File: config.mk
export PLATFORM = sky130hd
export DESIGN_NAME = tmd_decoder
export DESIGN_NICKNAME = d
export VERILOG_FILES = /design/src/inc/tmd_pkg.sv /design/src/core/tmd_decoder.sv
export SDC_FILE = /design/constraint.sdc
export NUM_CORES = 1
export LEC_CHECK = 0
export BUFFER_PORTS_ARGS = -buffer_cell sky130_fd_sc_hd__buf_2
export CELL_PAD_IN_SITES_DETAIL_PLACEMENT = 1
export CELL_PAD_IN_SITES_GLOBAL_PLACEMENT = 2
export CORE_MARGIN = 8
export CORE_UTILIZATION = 35
export CTS_BUF_LIST = sky130_fd_sc_hd__clkbuf_8
export DETAILED_ROUTE_END_ITERATION = 10
export PLACE_DENSITY_LB_ADDON = 0.1
export SKIP_LAST_GASP = 1
export SYNTH_ARGS = -nofsm -noshare
export SYNTH_HDL_FRONTEND = slang
export SYNTH_SLANG_ARGS = --single-unit
File: constraint.sdc
create_clock -name pclk -period 2.6 [get_ports pclk]
set_input_delay 0.39 -clock pclk [delete_from_list [all_inputs] [get_ports pclk]]
set_output_delay 0.39 -clock pclk [all_outputs]
set_load 0.02 [all_outputs]
File: src/inc/tmd_pkg.sv
// package: constants for the terminal microinstruction decoder
package tmd_pkg;
    localparam int unsigned WORD_W = 8;
    localparam int unsigned PC_W = 10;
    localparam int unsigned PAGE_W = 2;
    localparam int unsigned OFF_W = 8;
    localparam int unsigned CONST_W = 7;
    localparam int unsigned CLK_NS = 10;
    localparam int unsigned PULSE_NS = 72;
    localparam int unsigned CYCLE_NS = 1300;
    localparam int unsigned SLOT_CYC = PULSE_NS / CLK_NS;
    localparam int unsigned CYCLE_CYC = CYCLE_NS / CLK_NS;
    localparam int unsigned NSLOT = 6;
    localparam int unsigned SLOT_CNT_W = 8;
    // instruction bit positions, bit A is the msb
    localparam int unsigned BIT_A = 7;
    localparam int unsigned BIT_E = 3;
    localparam int unsigned BIT_F = 2;
    localparam int unsigned BIT_G = 1;
    localparam int unsigned BIT_H = 0;
    localparam int unsigned SUB_LSB = 4;
    localparam logic [7:0] SPACE_CONST = 8'h20;
    localparam logic [7:0] CTRL_MASK = 8'h1F;
    localparam logic [2:0] SUB_0 = 3'h0;
    localparam logic [2:0] SUB_1 = 3'h1;
    localparam logic [2:0] SUB_2 = 3'h2;
    localparam logic [2:0] SUB_3 = 3'h3;
    localparam logic [2:0] SUB_4 = 3'h4;
    localparam logic [2:0] SUB_5 = 3'h5;
    localparam logic [2:0] SUB_6 = 3'h6;
    localparam logic [2:0] SUB_7 = 3'h7;
    // ram write source select
    localparam logic [1:0] SRC_WORK = 2'h0;
    localparam logic [1:0] SRC_RX = 2'h1;
    localparam logic [1:0] SRC_SPACE = 2'h2;
    localparam logic [1:0] SRC_CONST = 2'h3;
    // register offsets (OFF_*): byte addresses
    localparam logic [7:0] OFF_CTRL = 8'h00;
    localparam logic [7:0] OFF_STATUS = 8'h04;
    localparam logic [7:0] OFF_PC = 8'h08;
    localparam logic [7:0] OFF_WORK = 8'h0C;
    localparam int unsigned CTRL_RUN = 0;
    typedef enum logic [2:0] {
        TMD_SLOT_TE = 3'b000,
        TMD_SLOT_TF = 3'b001,
        TMD_SLOT_TW = 3'b010,
        TMD_SLOT_TG = 3'b011,
        TMD_SLOT_TH = 3'b100,
        TMD_SLOT_TJ = 3'b101
    } tmd_slot_e;
endpackage

File: src/core/tmd_decoder.sv
// terminal microinstruction decoder: rom fetch, timed strobes, branch and constant load
`timescale 1ns/1ps
`default_nettype none
module tmd_decoder #(
    parameter int unsigned CYCLE_CYC = tmd_pkg::CYCLE_CYC
) (
    input wire logic pclk,
    input wire logic presetn,
    input wire logic psel,
    input wire logic penable,
    input wire logic pwrite,
    input wire logic [7:0] paddr,
    input wire logic [31:0] pwdata,
    output logic [31:0] prdata,
    output logic pready,
    output logic pslverr,
    input wire logic [7:0] rom_data,
    output logic [9:0] rom_addr,
    input wire logic [15:0] flags_n,
    input wire logic [7:0] ram_rdata,
    input wire logic [7:0] rx_data,
    input wire logic [5:0] column_val,
    input wire logic control_key,
    output logic [7:0] te_strobe_n,
    output logic [7:0] tf_strobe_n,
    output logic [7:0] th_strobe_n,
    output logic [7:0] alt_strobe_n,
    output logic ram_we,
    output logic [7:0] ram_wdata,
    output logic [7:0] working_value_register,
    output logic select_flag_q,
    output logic done_flag_q,
    output logic [1:0] timing_slot,
    output logic slot_pulse
);
    initial begin
        if (CYCLE_CYC < 2 * tmd_pkg::NSLOT * tmd_pkg::SLOT_CYC) begin
            $error("tmd_decoder: CYCLE_CYC too short for six slots");
        end
    end

    // rom data, flags and the control key pass two flops before use; ram_rdata and rx_data are used directly
    logic [7:0] rom_s1_q, rom_s2_q;
    logic [15:0] flg_s1_q, flg_s2_q;
    logic ctl_s1_q, ctl_s2_q;
    always_ff @(posedge pclk or negedge presetn) begin
        if (!presetn) begin
            rom_s1_q <= 8'h00;
            rom_s2_q <= 8'h00;
        end else begin
            rom_s1_q <= rom_data;
            rom_s2_q <= rom_s1_q;
        end
    end

    // flags idle high, so a quiet pin reads as no flag after reset
    always_ff @(posedge pclk or negedge presetn) begin
        if (!presetn) begin
            flg_s1_q <= 16'hFFFF;
            flg_s2_q <= 16'hFFFF;
        end else begin
            flg_s1_q <= flags_n;
            flg_s2_q <= flg_s1_q;
        end
    end

    always_ff @(posedge pclk or negedge presetn) begin
        if (!presetn) begin
            ctl_s1_q <= 1'b0;
            ctl_s2_q <= 1'b0;
        end else begin
            ctl_s1_q <= control_key;
            ctl_s2_q <= ctl_s1_q;
        end
    end

    // timing: one counter per instruction cycle, slots spaced along it
    logic [10:0] cyc_q;
    logic run_q;
    wire cyc_end = (cyc_q == 11'(CYCLE_CYC - 1));
    wire [10:0] slot_pos = cyc_q;
    function automatic logic at_slot(input logic [10:0] pos, input int unsigned s);
        at_slot = (pos == 11'(s * tmd_pkg::SLOT_CYC * 2 + tmd_pkg::SLOT_CYC));
    endfunction
    // each pulse lasts one edge here; the strobes below are registered copies and also last one clock
    wire p_te = run_q && at_slot(slot_pos, 0);
    wire p_tf = run_q && at_slot(slot_pos, 1);
    wire p_tw = run_q && at_slot(slot_pos, 2);
    wire p_tg = run_q && at_slot(slot_pos, 3);
    wire p_th = run_q && at_slot(slot_pos, 4);
    wire p_tj = run_q && at_slot(slot_pos, 5);
    // the word is latched early in the cycle, after the synchroniser settles
    wire p_fetch = run_q && (cyc_q == 11'd3);

    // instruction register and field decode
    logic [7:0] ir_q;
    logic jump_word_q;
    logic [9:0] pc_q;
    logic [1:0] page_next_q;
    logic select_q, done_q, test_pass_q;
    logic [7:0] work_q;
    wire bit_a = ir_q[tmd_pkg::BIT_A];
    wire [2:0] sub = ir_q[6:4];
    wire bit_e = ir_q[tmd_pkg::BIT_E];
    wire bit_f = ir_q[tmd_pkg::BIT_F];
    wire bit_g = ir_q[tmd_pkg::BIT_G];
    wire bit_h = ir_q[tmd_pkg::BIT_H];
    wire is_exec = !jump_word_q;
    wire ops_zero = !(bit_e | bit_f | bit_g | bit_h);
    wire en_te = is_exec && !bit_a && bit_e;
    wire en_tf = is_exec && !bit_a && bit_f;
    wire en_tg = is_exec && !bit_a && bit_g;
    wire en_alt = is_exec && !bit_a && ops_zero;
    wire is_test = is_exec && !bit_a && bit_h;

    function automatic logic [7:0] one_low(input logic en, input logic [2:0] sel);
        one_low = en ? ~(8'h01 << sel) : 8'hFF;
    endfunction

    // ram write source decode, enabled for the whole instruction
    wire w_work = en_tg && (sub == tmd_pkg::SUB_1);
    wire w_space = en_tg && (sub == tmd_pkg::SUB_3);
    wire w_rx = en_tg && (sub == tmd_pkg::SUB_5);
    wire cl_mode = is_exec && bit_a;
    wire [7:0] work_plus = work_q + 8'h01;
    // compared at TW and TG, after the TF increment has already landed
    wire not_less = !(work_q < ram_rdata);
    // with select set, store only on the first not-less word of a run; with select clear, store every word
    wire cl_store = cl_mode && (!select_q || (not_less && !done_q));
    wire [7:0] cl_const = {1'b0, ir_q[6:0]};
    wire [7:0] cl_data = (select_q && ctl_s2_q) ? (cl_const & tmd_pkg::CTRL_MASK) : cl_const;
    wire [1:0] src_sel = cl_store ? tmd_pkg::SRC_CONST : w_rx ? tmd_pkg::SRC_RX :
                         w_space ? tmd_pkg::SRC_SPACE : tmd_pkg::SRC_WORK;
    wire ram_write = w_work | w_space | w_rx | cl_store;
    wire [7:0] mux_data = (src_sel == tmd_pkg::SRC_CONST) ? cl_data :
                          (src_sel == tmd_pkg::SRC_RX) ? rx_data :
                          (src_sel == tmd_pkg::SRC_SPACE) ? tmd_pkg::SPACE_CONST : work_q;

    // flag select: mode picks one of two banks of eight
    wire [3:0] flag_idx = {select_q, sub};
    wire flag_low = !flg_s2_q[flag_idx];
    wire bank_adv = en_tf && (sub == tmd_pkg::SUB_5);
    wire pc_carry = (pc_q[7:0] == 8'hFF);

    // apb: zero-wait slave, four words
    wire apb_wr = psel && penable && pwrite;
    wire apb_rd = psel && !penable && !pwrite;
    wire hit_ctrl = (paddr == tmd_pkg::OFF_CTRL);
    wire hit_stat = (paddr == tmd_pkg::OFF_STATUS);
    wire hit_pc = (paddr == tmd_pkg::OFF_PC);
    wire hit_work = (paddr == tmd_pkg::OFF_WORK);
    wire hit_any = hit_ctrl | hit_stat | hit_pc | hit_work;
    wire [31:0] rd_mux = hit_ctrl ? {31'h0, run_q} :
                         hit_stat ? {26'h0, page_next_q, test_pass_q, done_q, select_q, jump_word_q} :
                         hit_pc ? {22'h0, pc_q} :
                         hit_work ? {24'h0, work_q} : 32'h0;

    always_ff @(posedge pclk or negedge presetn) begin
        if (!presetn) begin
            prdata <= 32'h0;
            pready <= 1'b0;
            pslverr <= 1'b0;
        end else begin
            pready <= psel && !penable;
            pslverr <= psel && !penable && !hit_any;
            if (apb_rd) begin
                prdata <= rd_mux;
            end
        end
    end

    // run comes up set so the microprogram starts without software help
    always_ff @(posedge pclk or negedge presetn) begin
        if (!presetn) begin
            run_q <= 1'b1;
        end else if (apb_wr && hit_ctrl) begin
            run_q <= pwdata[tmd_pkg::CTRL_RUN];
        end
    end

    always_ff @(posedge pclk or negedge presetn) begin
        if (!presetn) begin
            cyc_q <= 11'h0;
        end else if (!run_q || cyc_end) begin
            cyc_q <= 11'h0;
        end else begin
            cyc_q <= cyc_q + 11'h1;
        end
    end

    // one subset action at one slot
    function automatic logic act(input logic slot, input logic en, input logic [2:0] s,
        input logic [2:0] want);
        act = slot && en && (s == want);
    endfunction

    // action decodes, each but jump_taken a one-clock pulse at its slot; jump_taken is a level
    wire working_clear = act(p_te, en_te, sub, tmd_pkg::SUB_4);
    wire select_flag_set_one = act(p_te, en_te, sub, tmd_pkg::SUB_5);
    wire select_flag_set_zero = act(p_te, en_te, sub, tmd_pkg::SUB_7);
    wire working_increment = act(p_tf, en_tf, sub, tmd_pkg::SUB_1) ||
                             act(p_tf, en_tf, sub, tmd_pkg::SUB_2);
    wire working_decrement = act(p_tf, en_tf, sub, tmd_pkg::SUB_7);
    wire cl_bump = p_tf && cl_mode && select_q;
    // memory into working lands at TH, once the ram output has settled
    wire mem_to_working = act(p_th, en_tg, sub, tmd_pkg::SUB_0);
    wire done_set = p_tg && cl_store && select_q;
    wire done_clear = p_tg && is_exec && !bit_a;
    wire test_sample = p_tg && is_test;
    wire jump_taken = jump_word_q && test_pass_q;
    wire page_carry = p_th && pc_carry && !jump_taken;
    // only the even subsets move memory outward; odd G subsets 1, 3 and 5 write ram instead
    wire th_enable = p_th && en_tg && !sub[0];
    wire [1:0] slot_code = {p_tg | p_th | p_tj, p_tf | p_th};
    wire any_slot = p_te | p_tf | p_tw | p_tg | p_th | p_tj;

    always_ff @(posedge pclk or negedge presetn) begin
        if (!presetn) begin
            ir_q <= 8'h00;
        end else if (p_fetch) begin
            ir_q <= rom_s2_q;
        end
    end

    // a jump word is never executed, so reset must start on an instruction
    always_ff @(posedge pclk or negedge presetn) begin
        if (!presetn) begin
            jump_word_q <= 1'b0;
            pc_q <= 10'h000;
        end else if (p_tj) begin
            if (jump_taken) begin
                pc_q <= {page_next_q, ir_q};
                jump_word_q <= 1'b0;
            end else begin
                pc_q <= pc_q + 10'h001;
                jump_word_q <= is_test;
            end
        end
    end

    // pass flag: sampled at TG of the test, dropped after its jump word
    always_ff @(posedge pclk or negedge presetn) begin
        if (!presetn) begin
            test_pass_q <= 1'b0;
        end else if (test_sample) begin
            test_pass_q <= (sub == tmd_pkg::SUB_5) || flag_low;
        end else if (p_tj && jump_word_q) begin
            test_pass_q <= 1'b0;
        end
    end

    // advance at TF and bank carry at TH may both land in one instruction
    always_ff @(posedge pclk or negedge presetn) begin
        if (!presetn) begin
            page_next_q <= 2'h0;
        end else if (bank_adv && p_tf) begin
            page_next_q <= page_next_q + 2'h1;
        end else if (page_carry) begin
            page_next_q <= page_next_q + 2'h1;
        end
    end

    // slots are disjoint and the two TF branches need different words, so at most one branch fires per clock
    always_ff @(posedge pclk or negedge presetn) begin
        if (!presetn) begin
            work_q <= 8'h00;
        end else if (working_clear) begin
            work_q <= 8'h00;
        end else if (working_increment || cl_bump) begin
            work_q <= work_plus;
        end else if (working_decrement) begin
            work_q <= work_q - 8'h01;
        end else if (mem_to_working) begin
            work_q <= ram_rdata;
        end
    end

    always_ff @(posedge pclk or negedge presetn) begin
        if (!presetn) begin
            select_q <= 1'b0;
        end else if (select_flag_set_one) begin
            select_q <= 1'b1;
        end else if (select_flag_set_zero) begin
            select_q <= 1'b0;
        end
    end

    // set and clear need opposite values of bit A, so they never meet
    always_ff @(posedge pclk or negedge presetn) begin
        if (!presetn) begin
            done_q <= 1'b0;
        end else if (done_set) begin
            done_q <= 1'b1;
        end else if (done_clear) begin
            done_q <= 1'b0;
        end
    end

    // registered strobes, so each stands exactly one clock
    always_ff @(posedge pclk or negedge presetn) begin
        if (!presetn) begin
            te_strobe_n <= 8'hFF;
            tf_strobe_n <= 8'hFF;
            th_strobe_n <= 8'hFF;
            alt_strobe_n <= 8'hFF;
        end else begin
            te_strobe_n <= one_low(p_te && en_te, sub);
            tf_strobe_n <= one_low(p_tf && en_tf, sub);
            th_strobe_n <= one_low(th_enable, sub);
            alt_strobe_n <= one_low(p_te && en_alt, sub);
        end
    end

    // write data is frozen for the whole TW..TG window
    always_ff @(posedge pclk or negedge presetn) begin
        if (!presetn) begin
            ram_we <= 1'b0;
            ram_wdata <= 8'h00;
        end else if (p_tw && ram_write) begin
            ram_we <= 1'b1;
            ram_wdata <= mux_data;
        end else if (p_tg) begin
            ram_we <= 1'b0;
        end
    end

    // status mirrors trail the internal state by one clock
    always_ff @(posedge pclk or negedge presetn) begin
        if (!presetn) begin
            rom_addr <= 10'h000;
            working_value_register <= 8'h00;
            select_flag_q <= 1'b0;
            done_flag_q <= 1'b0;
        end else begin
            rom_addr <= pc_q;
            working_value_register <= work_q;
            select_flag_q <= select_q;
            done_flag_q <= done_q;
        end
    end

    always_ff @(posedge pclk or negedge presetn) begin
        if (!presetn) begin
            timing_slot <= 2'h0;
            slot_pulse <= 1'b0;
        end else begin
            timing_slot <= slot_code;
            slot_pulse <= any_slot;
        end
    end
endmodule
`default_nettype wire

==> metrics.txt <==
Cell Chain, Critical Path or4bb_1 -> nor2_1 -> and3_1 -> o21a_1 -> mux2_2; Sequential Area 4340 µm²; via count 5432; Fmax achieved 412 MHz; Final setup viols 0; first-pass GRT wire length 33800 µm; Rows 52; crit path capture ram_wdata[7]$_DFFE_PN0P_; R2R Setup Slk 170 ps; DRC viols 0; hold slack final 31.8 ps; worst vdd ir 0.328 mV; DR WL/cell 19.0 µm; Critical Path Fanout Max 6; initial core utilization 35.8%; clk root buf clkbuf_8; Detailed Place HPWL 15500 µm; Slew Limit Fails 0; vias in the first global route 6020; pre-CTS WS 27.0 ps; clock skew 15.4 ps; crit path DAT 2780 ps; main combinational cell family by area after synthesis simple AND/OR/NAND/NOR gates; Post-Synth Adder-Cell Area 2.07%; chip width 160 µm; Cell variety after synth 63; Final Wtd Congestion 0.797; H-Tree Depth 4; fillers 2261; Critical R2R Capture ram_wdata[7]$_DFFE_PN0P_; layout overhead on the synthesized area 24.4%; Num CTS Buffers 17; r2r startpoint run_q$_DFFE_PN1P_; Mean Syn Cell Area 11.3 µm²; WL final 21000 µm; Clock Pin Slew Worst Setup and Hold Paths 110 ps; post-CTS setup buffers 0; Antenna Nets Post-Route 0; nets 923; Crit. Startpoint run_q$_DFFE_PN1P_; Async SR Flop Fraction 100%; power density over cell area 550 nW/µm²; Compound-Gate Fraction of Synth Area 9.01%; Synth Flop Type dfrtp_1; # diodes 0; crit path kind reg2reg; leakage 4.13 nW; clk sink count 170; critical path capture point type register; unrepaired setup endpoints after global routing false; Ys Warns 0; vias per cell 4.93; placed insts 1046; PnR worst setup slack 173 ps; CP peak stage delay 640 ps; Slowest-stage cell, CP dfstp_2; aggregate global routing overflow 0; first-pass iteration count of the detailed router 4; Setup TNS Final 0 ps; footprint of the multi-input gates 2630 µm²; largest net degree at the start of global routing 171; port bufs 130; endpoints failing hold 0; Synth Area in Simple Gates 15.9%; CTS tree done; Final Cycle Share 93.4%; R2R depth 5; share of cells above drive strength 1 37.0%; number of synthesized flops with an enable pin 0; max cap viols 0; commonest non-fill, non-tap cell in the layout buf_2; Synth Area in XOR/XNOR 1.81%; GRT Total Usage 16.7%; Initial DRC Count 266; Post-Layout Cell Count 1102; die area 25600 µm²; total power 4.97 mW; CP Launch Type register; sequential area share after synthesis 59.7%; WP data required 2960 ps; Core ar. 20300 µm²; most frequent cells in the layout 129 x buf_2, 105 x dfrtp_1, 83 x nand2_1; Syn Inst Count 640; IO Pins 190; Max clock buf depth 2; post-synthesis mux area share 5.81%; worst-margin pin slew 926 ps; Worst-Skew Late Latency 470 ps; min Tclk post-route 2430 ps; status complete, no violations; initial antenna violation count 0; Die Span Y 160 µm; Worst Hold Class in2async; synthesized flop and latch total 170; Worst slew margin 38.3%; post-synthesis cell area 7260 µm²
flip-flops by register name, summed over array words and instances (netlist names), 8 cells and up:
register	cells
work_q	8
ir_q	8
rom_addr	10
rom_s1_q	8
ram_wdata	8
cyc_q	11
working_value_register	8
flg_s1_q	16
flg_s2_q	16
th_strobe_n	8
rom_s2_q	8
alt_strobe_n	8
pc_q	10
te_strobe_n	8
prdata	10
tf_strobe_n	8
repair_timing:
action	in CTS	in global routing
hold endpoints to repair	23	1
setup endpoints to repair	0	12
hold buffers	23	1
gates resized for setup	0	3
Yosys cell counts (all sizes together), types with 9 or more instances:
master  count  share of area (%)
nand2      85                4.5
nand3      20                1.4
buf        32                3.2
ha         12                2.1
nand4      10               0.86
a21oi      29                2.0
xor2       10                1.2
mux2       21                3.3
dfstp      65                 24
nor2       42                2.2
dfrtp     105                 36
nor3       10               0.69
inv        18               0.93
clkbuf     28                1.4
o21ai      28                1.9
and3        9               0.78
how the worst min path moves through the flow:
stage	endpoint	start
2_1_floorplan	ctl_s1_q$_DFF_PN0_	presetn
4_1_cts	rom_s1_q[7]$_DFF_PN0_	rom_data[7]
5_1_grt	rom_s1_q[6]$_DFF_PN0_	rom_data[6]
6_report	prdata[7]$_DFFE_PN0P_	presetn
3_3_place_gp	rom_s2_q[1]$_DFF_PN0_	rom_s1_q[1]$_DFF_PN0_
3_5_place_dp	rom_s2_q[1]$_DFF_PN0_	rom_s1_q[1]$_DFF_PN0_
cells by family (layout without fill, tap and decap cells):
kind of cell    Yosys count  count (layout)
compound gates          102             102
xor+xnor                 15              15
fa+ha+maj                12              12
buf+inv                  78             246
flops                   170             170
mux                      32              32
other cells               2              26
simple gates            229             229
metrics by stage:
stage,instance area [µm²],utilization (%)
3_3_place_gp,8340,41.1
6_report,9040,44.5
3_5_place_dp,8340,41.1
5_1_grt,9040,44.5
2_1_floorplan,7350,-
4_1_cts,9010,44.4
layout make-up:
class / count / area share, %
flip-flops and latches: 170 / 48.0
multi-input cells: 416 / 29.1
repair buffers: 196 / 13.6
well taps: 270 / 3.74
clock buffers: 17 / 2.59
clock inverters: 15 / 2.31
inverters: 18 / 0.748
layer usage:
layer	track usage, %	share of wire, %	routed length (µm)
met4	4.42	1.3	268
met5	0	0	0
met3	4.50	5.2	1090
met1	21.5	46	9600
met2	27.2	48	10000
critical path: cells and delay by family (launching register included):
kind             cells  cell delay (ps)
flip-flops           1              640
AND/OR/NAND/NOR      3             1000
AO/OA/AOI/OAI        1              300
multiplexers         1              370
where the power goes:
group | internal (mW) | switching, mW | total, mW
combinational | 0.0848 | 0.143 | 0.228
sequential | 2.71 | 0.0144 | 2.73
clock | 0.778 | 1.24 | 2.01
No activity file was read; power rests on OpenSTA's default activity.
